**config.mk**
```make
export PLATFORM = sky130hd
export DESIGN_NAME = pzr_port0
export DESIGN_NICKNAME = d
export VERILOG_FILES = /design/src/inc/pzr_pkg.sv /design/src/pzr_pin_cell.sv /design/src/pzr_port0.sv
export SDC_FILE = /design/constraint.sdc
export NUM_CORES = 1
export LEC_CHECK = 0
export BUFFER_PORTS_ARGS = -buffer_cell sky130_fd_sc_hd__buf_2
export CAP_MARGIN = 20
export CORE_MARGIN = 10
export CORE_UTILIZATION = 52
export CTS_BUF_LIST = sky130_fd_sc_hd__clkbuf_2 sky130_fd_sc_hd__clkbuf_4 sky130_fd_sc_hd__clkbuf_8
export DETAILED_ROUTE_END_ITERATION = 7
export MAX_ROUTING_LAYER = met4
export PLACE_DENSITY = 0.84
export RECOVER_POWER = 50
export SLEW_MARGIN = 5
export SYNTH_ARGS = -nofsm -noshare
export SYNTH_HDL_FRONTEND = slang
export SYNTH_HIERARCHICAL = 1
export SYNTH_SLANG_ARGS = --single-unit
export TNS_END_PERCENT = 50
```
**constraint.sdc**
```tcl
create_clock -name pclk -period 2.5 [get_ports pclk]
set_clock_uncertainty 0.1 [all_clocks]
set_input_delay 0.125 -clock pclk [delete_from_list [all_inputs] [get_ports pclk]]
set_output_delay 0.125 -clock pclk [all_outputs]
set_load 0.005 [all_outputs]
```
**src/inc/pzr_pkg.sv**
```systemverilog
// package: port0 register map, reset values and pin carriers
package pzr_pkg;
    // ****************************************
    // register indices (byte address is 4x)
    // ****************************************
    localparam logic [7:0] IDX_DATA = 8'h80;
    localparam logic [7:0] IDX_OE = 8'h91;
    localparam logic [7:0] IDX_FSEL = 8'h93;
    localparam logic [7:0] IDX_PWM1ST = 8'hA6;
    localparam logic [7:0] IDX_DIE = 8'hAF;
    localparam logic [7:0] IDX_PWM2ND = 8'hB6;
    localparam logic [7:0] IDX_PWM3RD = 8'hB7;
    // ****************************************
    // reset values
    // ****************************************
    localparam logic [7:0] RST_DATA = 8'h00;
    localparam logic [7:0] RST_OE = 8'h00;
    localparam logic [7:0] RST_FSEL = 8'h05;
    localparam logic [7:0] RST_PWM = 8'h00;
    localparam logic [7:0] RST_DIE = 8'h00;
    // ****************************************
    // field positions
    // ****************************************
    localparam int FSEL_SERIAL = 7;
    localparam int THIRD_SDA_SEL = 7;
    localparam int THIRD_SCL_SEL = 6;
    // pins that hand over to the adc when the input gate is 0
    localparam logic [7:0] ADC_PIN_MASK = 8'hB8;
    // ****************************************
    // pin drive carrier
    // ****************************************
    typedef struct packed {
        logic out;
        logic oe_n;
        logic pu;
    } pzr_drive_s;
    // alternate function request for one pin
    typedef struct packed {
        logic en;
        logic val;
        logic pu;
    } pzr_alt_s;
endpackage : pzr_pkg

```
**src/pzr_pin_cell.sv**
```systemverilog
// single pin drive cell: gpio versus alternate function
`timescale 1ns/1ns
`default_nettype none
module pzr_pin_cell (
    input wire logic oe,
    input wire logic data,
    input wire pzr_pkg::pzr_alt_s alt,
    output pzr_pkg::pzr_drive_s drv
);
    always_comb begin
        drv.out = data;
        drv.oe_n = 1'b1;
        drv.pu = 1'b0;
        if (alt.en) begin
            // data bit ignored under an alternate function
            drv.out = alt.val;
            if (oe) begin
                drv.oe_n = 1'b0;
            end else begin
                // open drain: pull low only, release for high
                drv.out = 1'b0;
                drv.oe_n = alt.val;
                drv.pu = alt.pu;
            end
        end else if (oe) begin
            drv.oe_n = 1'b0;
        end else begin
            drv.pu = data;
        end
    end
endmodule : pzr_pin_cell
`default_nettype wire

```
**src/pzr_port0.sv**
```systemverilog
// port0 pins, register file and alternate function routing
`timescale 1ns/1ns
`default_nettype none
// How it works
// input mode: pin undriven, pull-up follows data bit
// output mode: push-pull to data bit, pull-up off, input unused
// data register read/write, reset zero, also pull-up control
// output-enable register, one bit per pin, reset zero
// input gate: 0 blocks input, pins 7,5,4,3 go to adc
// serial select moves transmit/receive between port3 and port1/port0
// first route bits 7..4 put pwm_one on P1.2,P0.6,P0.4,P0.2
// first route bits 3..0 place pwm zero outputs on P3.6,P3.5,P0.4,P0.3
// second route bits 7..4 put pwm_four on P3.6,P1.5,P0.4,P0.0
// second route bits 3..0 place pwm_three and pwm_two
// third route bits 5..0 place pwm_six and pwm_five
// i2c data select: P3.5 when 0, P1.6 when 1
// i2c clock select: P1.3 when 0, P0.2 when 1
// routed pwm: open drain if enable 0, push-pull if 1
// i2c clock pin: open drain with pull-up, or push-pull
// fixed priority picks one source per pin
module pzr_port0 #(
    parameter int ADDR_W = 12
) (
    input wire logic pclk,
    input wire logic presetn,
    input wire logic psel,
    input wire logic penable,
    input wire logic pwrite,
    input wire logic [ADDR_W-1:0] paddr,
    input wire logic [31:0] pwdata,
    output logic [31:0] prdata,
    output logic pready,
    output logic pslverr,
    input wire logic [7:0] pad_in,
    output logic [7:0] pad_out,
    output logic [7:0] pad_oe_n,
    output logic [7:0] pad_pu,
    output logic [7:0] port_zero_digital_in,
    output logic [7:0] adc_pin_select,
    input wire logic pwm_zero_positive,
    input wire logic pwm_zero_negative,
    input wire logic pwm_one,
    input wire logic pwm_two,
    input wire logic pwm_three,
    input wire logic pwm_four,
    input wire logic pwm_five,
    input wire logic pwm_six,
    input wire logic i2c_clock_out,
    input wire logic i2c_master_en,
    input wire logic port3_rx_in,
    output logic uart_rx,
    output logic [7:0] port1_alt_en,
    output logic [7:0] port1_alt_val,
    output logic [7:0] port3_alt_en,
    output logic [7:0] port3_alt_val,
    output logic serial_pin_select,
    output logic i2c_data_pin_select,
    output logic i2c_clock_pin_select
);
    // ****************************************
    // apb decode
    // ****************************************
    logic [7:0] data_q;
    logic [7:0] oe_q;
    logic [7:0] fsel_q;
    logic [7:0] first_q;
    logic [7:0] die_q;
    logic [7:0] second_q;
    logic [7:0] third_q;
    logic [31:0] prdata_q;
    logic pready_q;
    logic pslverr_q;
    wire [ADDR_W-1:0] idx_full = paddr >> 2;
    wire [7:0] idx = idx_full[7:0];
    wire word_ok = (paddr[1:0] == 2'b00) && (idx_full[ADDR_W-1:8] == '0);
    wire hit_data = word_ok && (idx == pzr_pkg::IDX_DATA);
    wire hit_oe = word_ok && (idx == pzr_pkg::IDX_OE);
    wire hit_fsel = word_ok && (idx == pzr_pkg::IDX_FSEL);
    wire hit_first = word_ok && (idx == pzr_pkg::IDX_PWM1ST);
    wire hit_die = word_ok && (idx == pzr_pkg::IDX_DIE);
    wire hit_second = word_ok && (idx == pzr_pkg::IDX_PWM2ND);
    wire hit_third = word_ok && (idx == pzr_pkg::IDX_PWM3RD);
    wire hit_any = hit_data | hit_oe | hit_fsel | hit_first | hit_die | hit_second | hit_third;
    // setup phase computes the answer, access phase presents it
    wire setup = psel && !penable && !pready_q;
    // writes land on the access edge, when pready is seen high
    wire wr = psel && penable && pready_q && pwrite && !pslverr_q;
    wire [7:0] wb = pwdata[7:0];
    wire [7:0] rd_sel =
        ({8{hit_data}} & data_q) |
        ({8{hit_oe}} & oe_q) |
        ({8{hit_fsel}} & fsel_q) |
        ({8{hit_first}} & first_q) |
        ({8{hit_die}} & die_q) |
        ({8{hit_second}} & second_q) |
        ({8{hit_third}} & third_q);

    always_ff @(posedge pclk or negedge presetn) begin
        if (!presetn) begin
            pready_q <= 1'b0;
            pslverr_q <= 1'b0;
            prdata_q <= 32'h0000_0000;
        end else begin
            pready_q <= setup;
            pslverr_q <= setup && !hit_any;
            prdata_q <= (setup && !pwrite) ? {24'h00_0000, rd_sel} : 32'h0000_0000;
        end
    end

    // ****************************************
    // registers
    // ****************************************
    always_ff @(posedge pclk or negedge presetn) begin
        if (!presetn) begin
            data_q <= pzr_pkg::RST_DATA;
            oe_q <= pzr_pkg::RST_OE;
            fsel_q <= pzr_pkg::RST_FSEL;
            first_q <= pzr_pkg::RST_PWM;
            die_q <= pzr_pkg::RST_DIE;
            second_q <= pzr_pkg::RST_PWM;
            third_q <= pzr_pkg::RST_PWM;
        end else begin
            if (wr && hit_data) data_q <= wb;
            if (wr && hit_oe) oe_q <= wb;
            if (wr && hit_fsel) fsel_q <= wb;
            if (wr && hit_first) first_q <= wb;
            if (wr && hit_die) die_q <= wb;
            if (wr && hit_second) second_q <= wb;
            if (wr && hit_third) third_q <= wb;
        end
    end

    // ****************************************
    // port0 routing, earlier term wins
    // ****************************************
    wire scl_on_p02 = i2c_master_en && third_q[pzr_pkg::THIRD_SCL_SEL];
    wire scl_on_p13 = i2c_master_en && !third_q[pzr_pkg::THIRD_SCL_SEL];
    pzr_pkg::pzr_alt_s alt0 [8];
    // i2c clock outranks pwm so a bus is never corrupted
    always_comb begin
        for (int i = 0; i < 8; i++) begin
            alt0[i] = '0;
        end
        alt0[0] = '{second_q[4], pwm_four, 1'b0};
        alt0[1] = '{third_q[0], pwm_five, 1'b0};
        if (scl_on_p02) begin
            alt0[2] = '{1'b1, i2c_clock_out, 1'b1};
        end else begin
            alt0[2] = '{first_q[4], pwm_one, 1'b0};
        end
        if (first_q[0]) begin
            alt0[3] = '{1'b1, pwm_zero_positive, 1'b0};
        end else begin
            alt0[3] = '{third_q[3], pwm_six, 1'b0};
        end
        if (first_q[1]) begin
            alt0[4] = '{1'b1, pwm_zero_negative, 1'b0};
        end else if (first_q[5]) begin
            alt0[4] = '{1'b1, pwm_one, 1'b0};
        end else begin
            alt0[4] = '{second_q[5], pwm_four, 1'b0};
        end
        if (first_q[6]) begin
            alt0[6] = '{1'b1, pwm_one, 1'b0};
        end else begin
            alt0[6] = '{third_q[1], pwm_five, 1'b0};
        end
        alt0[7] = '{third_q[4], pwm_six, 1'b0};
    end

    pzr_pkg::pzr_drive_s drv [8];
    genvar g;
    generate
        for (g = 0; g < 8; g++) begin : g_pin
            pzr_pin_cell u_cell (
                .oe(oe_q[g]),
                .data(data_q[g]),
                .alt(alt0[g]),
                .drv(drv[g])
            );
        end
    endgenerate

    // ****************************************
    // port1 and port3 routing requests
    // ****************************************
    logic [7:0] p1_en_d;
    logic [7:0] p1_val_d;
    logic [7:0] p3_en_d;
    logic [7:0] p3_val_d;
    always_comb begin
        p1_en_d = 8'h00;
        p1_val_d = 8'h00;
        p3_en_d = 8'h00;
        p3_val_d = 8'h00;
        p1_en_d[0] = second_q[2];
        p1_val_d[0] = pwm_three;
        p1_en_d[1] = second_q[0];
        p1_val_d[1] = pwm_two;
        p1_en_d[2] = first_q[7];
        p1_val_d[2] = pwm_one;
        p1_en_d[3] = scl_on_p13 || third_q[5];
        p1_val_d[3] = scl_on_p13 ? i2c_clock_out : pwm_six;
        p1_en_d[4] = third_q[2];
        p1_val_d[4] = pwm_five;
        p1_en_d[5] = second_q[6];
        p1_val_d[5] = pwm_four;
        p3_en_d[4] = second_q[3];
        p3_val_d[4] = pwm_three;
        p3_en_d[5] = first_q[2];
        p3_val_d[5] = pwm_zero_positive;
        p3_en_d[6] = first_q[3] || second_q[7] || second_q[1];
        if (first_q[3]) begin
            p3_val_d[6] = pwm_zero_negative;
        end else if (second_q[7]) begin
            p3_val_d[6] = pwm_four;
        end else begin
            p3_val_d[6] = pwm_two;
        end
    end

    // ****************************************
    // output registers
    // ****************************************
    logic [7:0] out_d;
    logic [7:0] oen_d;
    logic [7:0] pu_d;
    always_comb begin
        for (int i = 0; i < 8; i++) begin
            out_d[i] = drv[i].out;
            oen_d[i] = drv[i].oe_n;
            pu_d[i] = drv[i].pu;
        end
    end
    // input path gated off by the gate bit and by output mode
    wire [7:0] din_d = pad_in & die_q & ~oe_q;
    wire rx_from_p02 = fsel_q[pzr_pkg::FSEL_SERIAL];

    always_ff @(posedge pclk or negedge presetn) begin
        if (!presetn) begin
            pad_out <= 8'h00;
            pad_oe_n <= 8'hFF;
            pad_pu <= 8'h00;
            port_zero_digital_in <= 8'h00;
            adc_pin_select <= 8'h00;
            uart_rx <= 1'b1;
            port1_alt_en <= 8'h00;
            port1_alt_val <= 8'h00;
            port3_alt_en <= 8'h00;
            port3_alt_val <= 8'h00;
            serial_pin_select <= 1'b0;
            i2c_data_pin_select <= 1'b0;
            i2c_clock_pin_select <= 1'b0;
        end else begin
            pad_out <= out_d;
            pad_oe_n <= oen_d;
            pad_pu <= pu_d;
            port_zero_digital_in <= din_d;
            adc_pin_select <= ~die_q & pzr_pkg::ADC_PIN_MASK;
            uart_rx <= rx_from_p02 ? din_d[2] : port3_rx_in;
            port1_alt_en <= p1_en_d;
            // a disabled route shows 0, not a stale source level
            port1_alt_val <= p1_val_d & p1_en_d;
            port3_alt_en <= p3_en_d;
            port3_alt_val <= p3_val_d & p3_en_d;
            serial_pin_select <= fsel_q[pzr_pkg::FSEL_SERIAL];
            i2c_data_pin_select <= third_q[pzr_pkg::THIRD_SDA_SEL];
            i2c_clock_pin_select <= third_q[pzr_pkg::THIRD_SCL_SEL];
        end
    end

    assign prdata = prdata_q;
    assign pready = pready_q;
    assign pslverr = pslverr_q;
endmodule : pzr_port0
`default_nettype wire

```
==> summary.log, run 1 <==
qor: clocking.htree_num_levels 4
qor: placed_design.place_inst 701
qor: timing.fin_ws 0.356 ns
qor: route.detail_route.vias_per_cell 5.10
qor: worst_hold_path.hold_class input port to register
qor: pwr.finalPower 4.15 mW
qor: floorplan.initial_core_util 53.0%
qor: global_route.grt_util_met2 30.1%
qor: global_route.grt.met3_usage 5.41%
qor: clocking.path_clk_slew 0.07 ns
qor: global_route.global_route.usage.met1 23.4%
qor: cells_and_area.final_nets 683
qor: clocking.cts-resized-gates 0
qor: logic_synthesis.syn_inst 436
qor: floorplan.die_area 14900 µm²
qor: placed_design.buffer_ports.inserted 111
qor: logic_synthesis.synth.avg_cell_area 12.4 µm²
qor: clocking.cts_buffer_depth 2
qor: route.wire_length_per_cell 18.5 µm
qor: timing.rsz0062_at_grt false
qor: logic_synthesis.synth_async_sr_flop_share 100%
qor: pwr.cellInternalPower 3.28 mW
qor: cells_and_area.layout_common_cells dfrtp_1 (113), buf_2 (84), conb_1 (55), mux2_2 (48), nand2_1 (44)
qor: route.detail_route.wirelength 14100 µm
qor: floorplan.coreArea 10200 µm²
qor: job.number_of_violations_of_the_max_capacitance_limit 0
qor: clocking.post-cts-setup-buffer-count 0
qor: logic_synthesis.ys_warn_count 6
qor: pwr.static-leakage-power 3.48 nW
qor: worst_setup_path.crit_path_cell_trace nand4_1 -> or4_4 -> or3_1 -> mux2_4
qor: clocking.ctsHoldBuffers 31
qor: global_route.grt_remaining_overflow 0
qor: route.post-route-drc-count 0
qor: logic_synthesis.yosysTopAreaCell dfrtp_1
qor: global_route.gr-usage-all-layers 19.7%
qor: cells_and_area.syn_to_final_growth 25.2%
qor: worst_setup_path.start_kind register
qor: timing.timing.fmax 0.466 GHz
qor: worst_setup_path.worstPathMaxFanout 8
qor: timing.layout_worst_path_cycle_share 85.8%
qor: floorplan.num_io_pins 178
qor: cells_and_area.layout_commonest_cell dfrtp_1
qor: timing.setup_total_negative_slack 0 ns
qor: logic_synthesis.postSynthRegisterBits 124
qor: route.vias 3894
qor: placed_design.post-dp-hpwl 10100 µm
qor: cells_and_area.final.fill_count 767
qor: clocking.worst_skew_pair.late_latency 0.43 ns
qor: worst_setup_path.timing.critical_path.required 2.71 ns
qor: pwr.net_sw_share 21.0%
qor: clocking.numCtsBuffers 17
qor: logic_synthesis.synth.yosys.seq_area_share 57.5%
qor: cells_and_area.layout-drive-gt1-share 35.5%
qor: timing.timing_max_transition_violations_final 0
qor: pwr.combinationalPowerShare 5.3%
qor: logic_synthesis.synthesis.area 5420 µm²
qor: logic_synthesis.top_area_cell_type_share_of_the_netlist_area 52.1%
qor: global_route.first_global_vias 4262
qor: clocking.ctsRootBufferMaster clkbuf_8
qor: logic_synthesis.yosys_most_used_dff dfrtp_1
qor: worst_setup_path.cp.arrival 2.36 ns
qor: cells_and_area.ff_latch_area 3120 µm²
qor: timing.setup-violations-final 0
qor: logic_synthesis.netlist-cell-type-count 47
qor: route.detail-route-antenna-nets 0
qor: global_route.grt_start_max_net_pins 58
qor: global_route.grt-busiest-layer met2
qor: outcome.run_status complete, no violations
qor: route.drt_pass1_iterations 5
qor: timing.final_critical_delay_including_setup_and_external_delays 2.14 ns
qor: timing.tightestPinTransition 1.32 ns
qor: pwr.pwr-share-clk 46.0%
qor: logic_synthesis.synth.top_cells.by_area dfrtp_1 (52%), mux2_2 (10%), buf_4 (6.0%), dfstp_2 (5.3%), nand2_1 (3.0%)
qor: worst_setup_path.critPathCaptureType register
qor: pwr.power_frac_seq 48.7%
qor: floorplan.floorplan.die.width 122 µm
qor: worst_setup_path.critical_path.slowest_cell or3_1
qor: logic_synthesis.number_of_synthesized_flops_with_an_enable_pin 0
qor: global_route.grt_antenna_before_repair 0
qor: clocking.number_of_sinks_driven_by_the_clock_tree 124
qor: floorplan.placement_rows 37
qor: timing.timing.final.hold_violations 0
qor: cells_and_area.multi_input_area 2040 µm²
qor: placed_design.worst_slack_placed 0.0900 ns
qor: route.drtIter0Drc 293
qor: timing.worst_slew_margin_rel 12.2%
qor: worst_setup_path.largest_stage_delay_worst_path 0.57 ns
qor: floorplan.chipHeight 122 µm
qor: global_route.global_route_wire_length_before_repair 22000 µm
qor: clocking.cts_tree done
qor: placed_design.place_congestion 0.888
qor: pwr.peakVddDrop 0.275 mV
qor: pwr.p_per_area 611 nW/µm²
qor: cells_and_area.layoutNonFillerInstCount 764
qor: pwr.switching_power 872 µW
qor: worst_setup_path.path_type_of_the_worst_setup_path register to register
qor: cells_and_area.ant_cells 0
==> final cells by class <==
cell class              instances  area share [%]
flip-flops and latches        124            45.9
clock buffers                  26            4.99
multi-input cells             299            30.1
repair buffers                160            14.2
well taps                     136            2.51
clock inverters                 6            1.55
inverters                      13           0.719
==> power groups by stage <==
stage | combinational [mW] | sequential [mW] | clock (mW)
after floorplan | 0.106 | 2.06 | 0
after detailed placement | 0.185 | 2.06 | 0
after global routing | 0.249 | 2.02 | 2.02
after CTS | 0.225 | 2.02 | 1.93
after global placement | 0.179 | 2.06 | 0
final | 0.222 | 2.02 | 1.91
==> kinds of logic after synthesis <==
logic type      Yosys count  share of synthesized area (%)
compound gates           60                           7.36
simple gates            117                           13.0
other cells               1                         0.0691
buf+inv                  67                           7.87
flops                   124                           57.5
mux                      67                           14.2
==> layer usage <==
layer  vias up  part of all wire (%)
met5         -                     0
met1      1871                    40
met3        35                   8.2
met2       206                    49
li1       1782                     -
met4         0                   2.7
==> critical path: cells and delay by family (launching register included) <==
kind,cells,cell delay [ns]
and+or+nand+nor,3,1.17
DFF,1,0.37
muxes,1,0.38
==> flip-flops by register name, indices dropped and copies added, names as in the netlist, 6 cells and up <==
| name | cells |
|---|---|
| port1_alt_val | 6 |
| pad_pu | 8 |
| oe_q | 8 |
| port_zero_digital_in | 8 |
| third_q | 8 |
| prdata | 8 |
| port1_alt_en | 6 |
| first_q | 8 |
| data_q | 8 |
| fsel_q | 8 |
| pad_out | 8 |
| second_q | 8 |
| pad_oe_n | 8 |
| die_q | 8 |
==> through the flow <==
stage               utilization (%)  hold WS, ns  cell area, µm²
floorplan                         -       -0.271            5630
global placement               59.9        0.103            6120
detailed placement             59.9        0.114            6120
CTS                            67.2     0.000361            6880
global route                   66.4       0.0572            6790
finish                         66.4       0.0437            6790
==> path summary, 6_finish.rpt <==
check / start / to / slack [ns] / cells after the start
max: pready$_DFF_PN0_ / second_q[3]$_DFFE_PN0P_ / 0.36 / 4
max reg2reg: pready$_DFF_PN0_ / second_q[3]$_DFFE_PN0P_ / 0.36 / 4
min reg2reg: third_q[7]$_DFFE_PN0P_ / i2c_data_pin_select$_DFF_PN0_ / 0.31 / 0
min: i2c_master_en / port1_alt_en[3]$_DFF_PN0_ / 0.04 / 3
max in group asynchronous: presetn / pad_oe_n[5]$_DFF_PN1_ / 0.57 / 3
min in group asynchronous: presetn / port_zero_digital_in[3]$_DFF_PN0_ / 0.43 / 2
==> cells in the mapped netlist (all sizes together) (4+ instances only) <==
cell	n
inv	13
dfrtp	113
nand2	44
or3	5
a222oi	6
a22oi	6
o21ai	14
a21oi	27
mux2	57
dfstp	11
buf	51
nor2	14
nand3	10
or2	4
nand2b	10
and2	11
mux2i	10
Note: power is estimated with default switching activity, not from simulation.
==> run 2: changes to the inputs <==
Settings changed: ABC_AREA from default to 1.
==> summary.log, run 2 <==
qor: worst_setup_path.critPathCaptureType register [unchanged]
qor: route.detail_route.wirelength 15200 µm [was 14100 µm]
qor: floorplan.coreArea 10300 µm² [was 10200 µm²]
qor: pwr.static-leakage-power 3.63 nW [was 3.48 nW]
qor: global_route.grt_remaining_overflow 0 [unchanged]
qor: logic_synthesis.yosysTopAreaCell dfrtp_1 [unchanged]
qor: floorplan.floorplan.die.width 122 µm [about the same]
qor: clocking.numCtsBuffers 17 [unchanged]
qor: clocking.path_clk_slew 0.08 ns [was 0.07 ns]
qor: global_route.grt.met3_usage 5.46% [was 5.41%]
qor: timing.worst_slew_margin_rel 56.6% [was 12.2%]
qor: pwr.finalPower 4.25 mW [was 4.15 mW]
qor: pwr.peakVddDrop 0.338 mV [was 0.275 mV]
qor: logic_synthesis.synthesis.area 5450 µm² [was 5420 µm²]
qor: timing.tightestPinTransition 0.649 ns [was 1.32 ns]
qor: floorplan.initial_core_util 53.1% [was 53.0%]
qor: outcome.run_status complete, but fails checks [was complete, no violations]
qor: floorplan.num_io_pins 178 [unchanged]
qor: global_route.grt-busiest-layer met2 [unchanged]
qor: pwr.combinationalPowerShare 5.1% [was 5.3%]
qor: timing.fin_ws 0.444 ns [was 0.356 ns]
qor: logic_synthesis.top_area_cell_type_share_of_the_netlist_area 51.8% [was 52.1%]
qor: timing.setup_total_negative_slack 0 ns [unchanged]
qor: floorplan.die_area 15000 µm² [was 14900 µm²]
qor: global_route.gr-usage-all-layers 21.3% [was 19.7%]
qor: placed_design.worst_slack_placed 0.570 ns [was 0.0900 ns]
qor: timing.timing.final.hold_violations 1 [was 0]
qor: worst_setup_path.worstPathMaxFanout 5 [was 8]
qor: clocking.htree_num_levels 4 [unchanged]
qor: logic_synthesis.number_of_synthesized_flops_with_an_enable_pin 0 [unchanged]
qor: global_route.grt_start_max_net_pins 68 [was 58]
qor: logic_synthesis.postSynthRegisterBits 124 [unchanged]
qor: global_route.grt_util_met2 34.6% [was 30.1%]
qor: cells_and_area.layout_common_cells nand2_1 (151), dfrtp_1 (113), buf_2 (110), nand3_1 (71), nor2_1 (68) [was dfrtp_1 (113), buf_2 (84), conb_1 (55), mux2_2 (48), nand2_1 (44)]
qor: worst_setup_path.path_type_of_the_worst_setup_path register to register [unchanged]
qor: timing.layout_worst_path_cycle_share 82.2% [was 85.8%]
qor: worst_setup_path.cp.arrival 2.32 ns [was 2.36 ns]
qor: route.wire_length_per_cell 16.2 µm [was 18.5 µm]
qor: logic_synthesis.synth.avg_cell_area 8.70 µm² [was 12.4 µm²]
qor: clocking.number_of_sinks_driven_by_the_clock_tree 124 [unchanged]
qor: logic_synthesis.netlist-cell-type-count 21 [was 47]
qor: logic_synthesis.yosys_most_used_dff dfrtp_1 [unchanged]
qor: timing.final_critical_delay_including_setup_and_external_delays 2.06 ns [was 2.14 ns]
qor: worst_setup_path.critPathLaunch third_q[6]$_DFFE_PN0P_ [was pready$_DFF_PN0_]
qor: placed_design.place_congestion 0.847 [was 0.888]
qor: pwr.net_sw_share 21.2% [was 21.0%]
qor: pwr.cellInternalPower 3.35 mW [was 3.28 mW]
qor: pwr.pwr-share-clk 47.5% [was 46.0%]
qor: global_route.first_global_vias 4817 [was 4262]
qor: global_route.grt_antenna_before_repair 0 [unchanged]
qor: clocking.ctsHoldBuffers 26 [was 31]
qor: clocking.cts_tree done [unchanged]
qor: placed_design.buffer_ports.inserted 111 [unchanged]
qor: floorplan.chipHeight 122 µm [about the same]
qor: global_route.global_route_wire_length_before_repair 24200 µm [was 22000 µm]
qor: clocking.post-cts-setup-buffer-count 0 [unchanged]
qor: logic_synthesis.synth_async_sr_flop_share 100% [unchanged]
qor: clocking.cts-resized-gates 0 [unchanged]
qor: pwr.p_per_area 627 nW/µm² [was 611 nW/µm²]
qor: cells_and_area.syn_to_final_growth 24.3% [was 25.2%]
qor: timing.rsz0062_at_grt false [unchanged]
qor: timing.hold_slack -0.00611 ns [was 0.0437 ns]
qor: global_route.global_route.usage.met1 25.4% [was 23.4%]
qor: cells_and_area.layout-drive-gt1-share 22.6% [was 35.5%]
qor: logic_synthesis.ys_warn_count 6 [unchanged]
qor: floorplan.placement_rows 37 [unchanged]
qor: route.post-route-drc-count 0 [unchanged]
qor: route.vias 4695 [was 3894]
qor: outcome.failing_checks hold timing
qor: route.drt_pass1_iterations 5 [unchanged]
qor: cells_and_area.layout_commonest_cell nand2_1 [was dfrtp_1]
qor: logic_synthesis.syn_inst 627 [was 436]
qor: timing.timing.fmax 0.486 GHz [was 0.466 GHz]
qor: worst_hold_path.hold_class input port to register [unchanged]
qor: route.detail-route-antenna-nets 0 [unchanged]
qor: clocking.worst_skew_pair.late_latency 0.44 ns [was 0.43 ns]
qor: timing.timing_max_transition_violations_final 0 [unchanged]
qor: worst_hold_path.hp-start pwdata[1] [was i2c_master_en]
qor: route.drtIter0Drc 362 [was 293]
qor: cells_and_area.final_nets 853 [was 683]
qor: worst_setup_path.start_kind register [unchanged]
qor: job.number_of_violations_of_the_max_capacitance_limit 0 [unchanged]
qor: pwr.power_frac_seq 47.4% [was 48.7%]
qor: clocking.ctsRootBufferMaster clkbuf_8 [unchanged]
qor: logic_synthesis.synth.top_cells.by_area dfrtp_1 (52%), nand2_1 (10%), nand3_1 (6.5%), buf_4 (5.9%), dfstp_2 (5.3%) [was dfrtp_1 (52%), mux2_2 (10%), buf_4 (6.0%), dfstp_2 (5.3%), nand2_1 (3.0%)]
qor: logic_synthesis.synth.most_common_cell nand2_1 [was dfrtp_1]
qor: worst_setup_path.timing.critical_path.required 2.77 ns [was 2.71 ns]
qor: pwr.switching_power 900 µW [was 872 µW]
qor: logic_synthesis.post_synth_most_frequent_cells nand2_1 (151), dfrtp_1 (113), nand3_1 (71) [was dfrtp_1 (113), mux2_2 (49), nand2_1 (44)]
qor: timing.setup-violations-final 0 [unchanged]
qor: cells_and_area.final.fill_count 828 [was 767]
qor: route.detail_route.vias_per_cell 5.03 [was 5.10]
qor: logic_synthesis.synth.yosys.seq_area_share 57.1% [was 57.5%]
qor: clocking.cts_buffer_depth 2 [unchanged]
qor: cells_and_area.ant_cells 0 [unchanged]
qor: placed_design.post-dp-hpwl 10700 µm [was 10100 µm]
qor: worst_setup_path.crit-reg2reg-launch third_q[6]$_DFFE_PN0P_ [was pready$_DFF_PN0_]
## run 2: cell types whose count changed after synthesis, sizes merged, moves of 14 or more
cell,before,now
a21oi,27,13
nor2,14,72
inv,13,60
o21ai,14,57
nand2,44,151
nand3,10,72
mux2,57,3
## run 2: final cells by class
type                    count  area (µm²)  area share, %
clock buffers              26         333           4.91
clock inverters             6         133           1.96
inverters                  60         225           3.32
multi-input cells         438        1920           28.3
flip-flops and latches    124        3120           46.0
well taps                 136         170           2.51
repair buffers            144         883           13.0
## run 2: logic make-up after synthesis
group | share of synthesized area, %
compound gates | 6.42
buf+inv | 11.3
flops | 57.1
mux | 0.619
other cells | 0.0688
simple gates | 24.5
## run 2: power groups by stage
stage	combinational (mW)	clock [mW]	sequential (mW)
floorplan	0.109	0	2.06
global placement	0.173	0	2.05
detailed placement	0.178	0	2.05
CTS	0.210	2.03	2.02
global route	0.243	2.15	2.02
finish	0.216	2.02	2.02
## run 2: metal layers
metal,vias to the layer above,wire length (µm)
met3,28,1070
met2,206,7420
met5,-,0
li1,2218,-
met1,2243,6360
met4,0,331
## run 2: stage by stage
| stage | instances | util (%) | cell area (µm²) |
|---|---|---|---|
| after CTS | 934 | 66.0 | 6780 |
| final | 934 | 66.0 | 6780 |
| after global placement | 876 | 58.9 | 6060 |
| after floorplan | 680 | - | 5650 |
| after global routing | 934 | 66.0 | 6780 |
| after detailed placement | 876 | 58.9 | 6060 |
## run 2: final timing paths
check / to / slack (ns) / cells after the start
max reg2reg: port1_alt_val[3]$_DFF_PN0_ / 0.44 / 5
max: port1_alt_val[3]$_DFF_PN0_ / 0.44 / 5
max in group asynchronous: fsel_q[2]$_DFFE_PN1P_ / 1.49 / 3
min: oe_q[1]$_DFFE_PN0P_ / -0.006 / 3
min in group asynchronous: port1_alt_en[1]$_DFF_PN0_ / 0.07 / 2
min reg2reg: i2c_data_pin_select$_DFF_PN0_ / 0.33 / 0
## run 2: worst max-delay path, stage by stage (launching register included)
cell and delay, ns:
dfrtp_1 0.45, nor2_1 0.20, nand2_1 0.06, dlygate4sd3_1 0.55, o21ai_0 0.07, dlygate4sd3_1 0.56
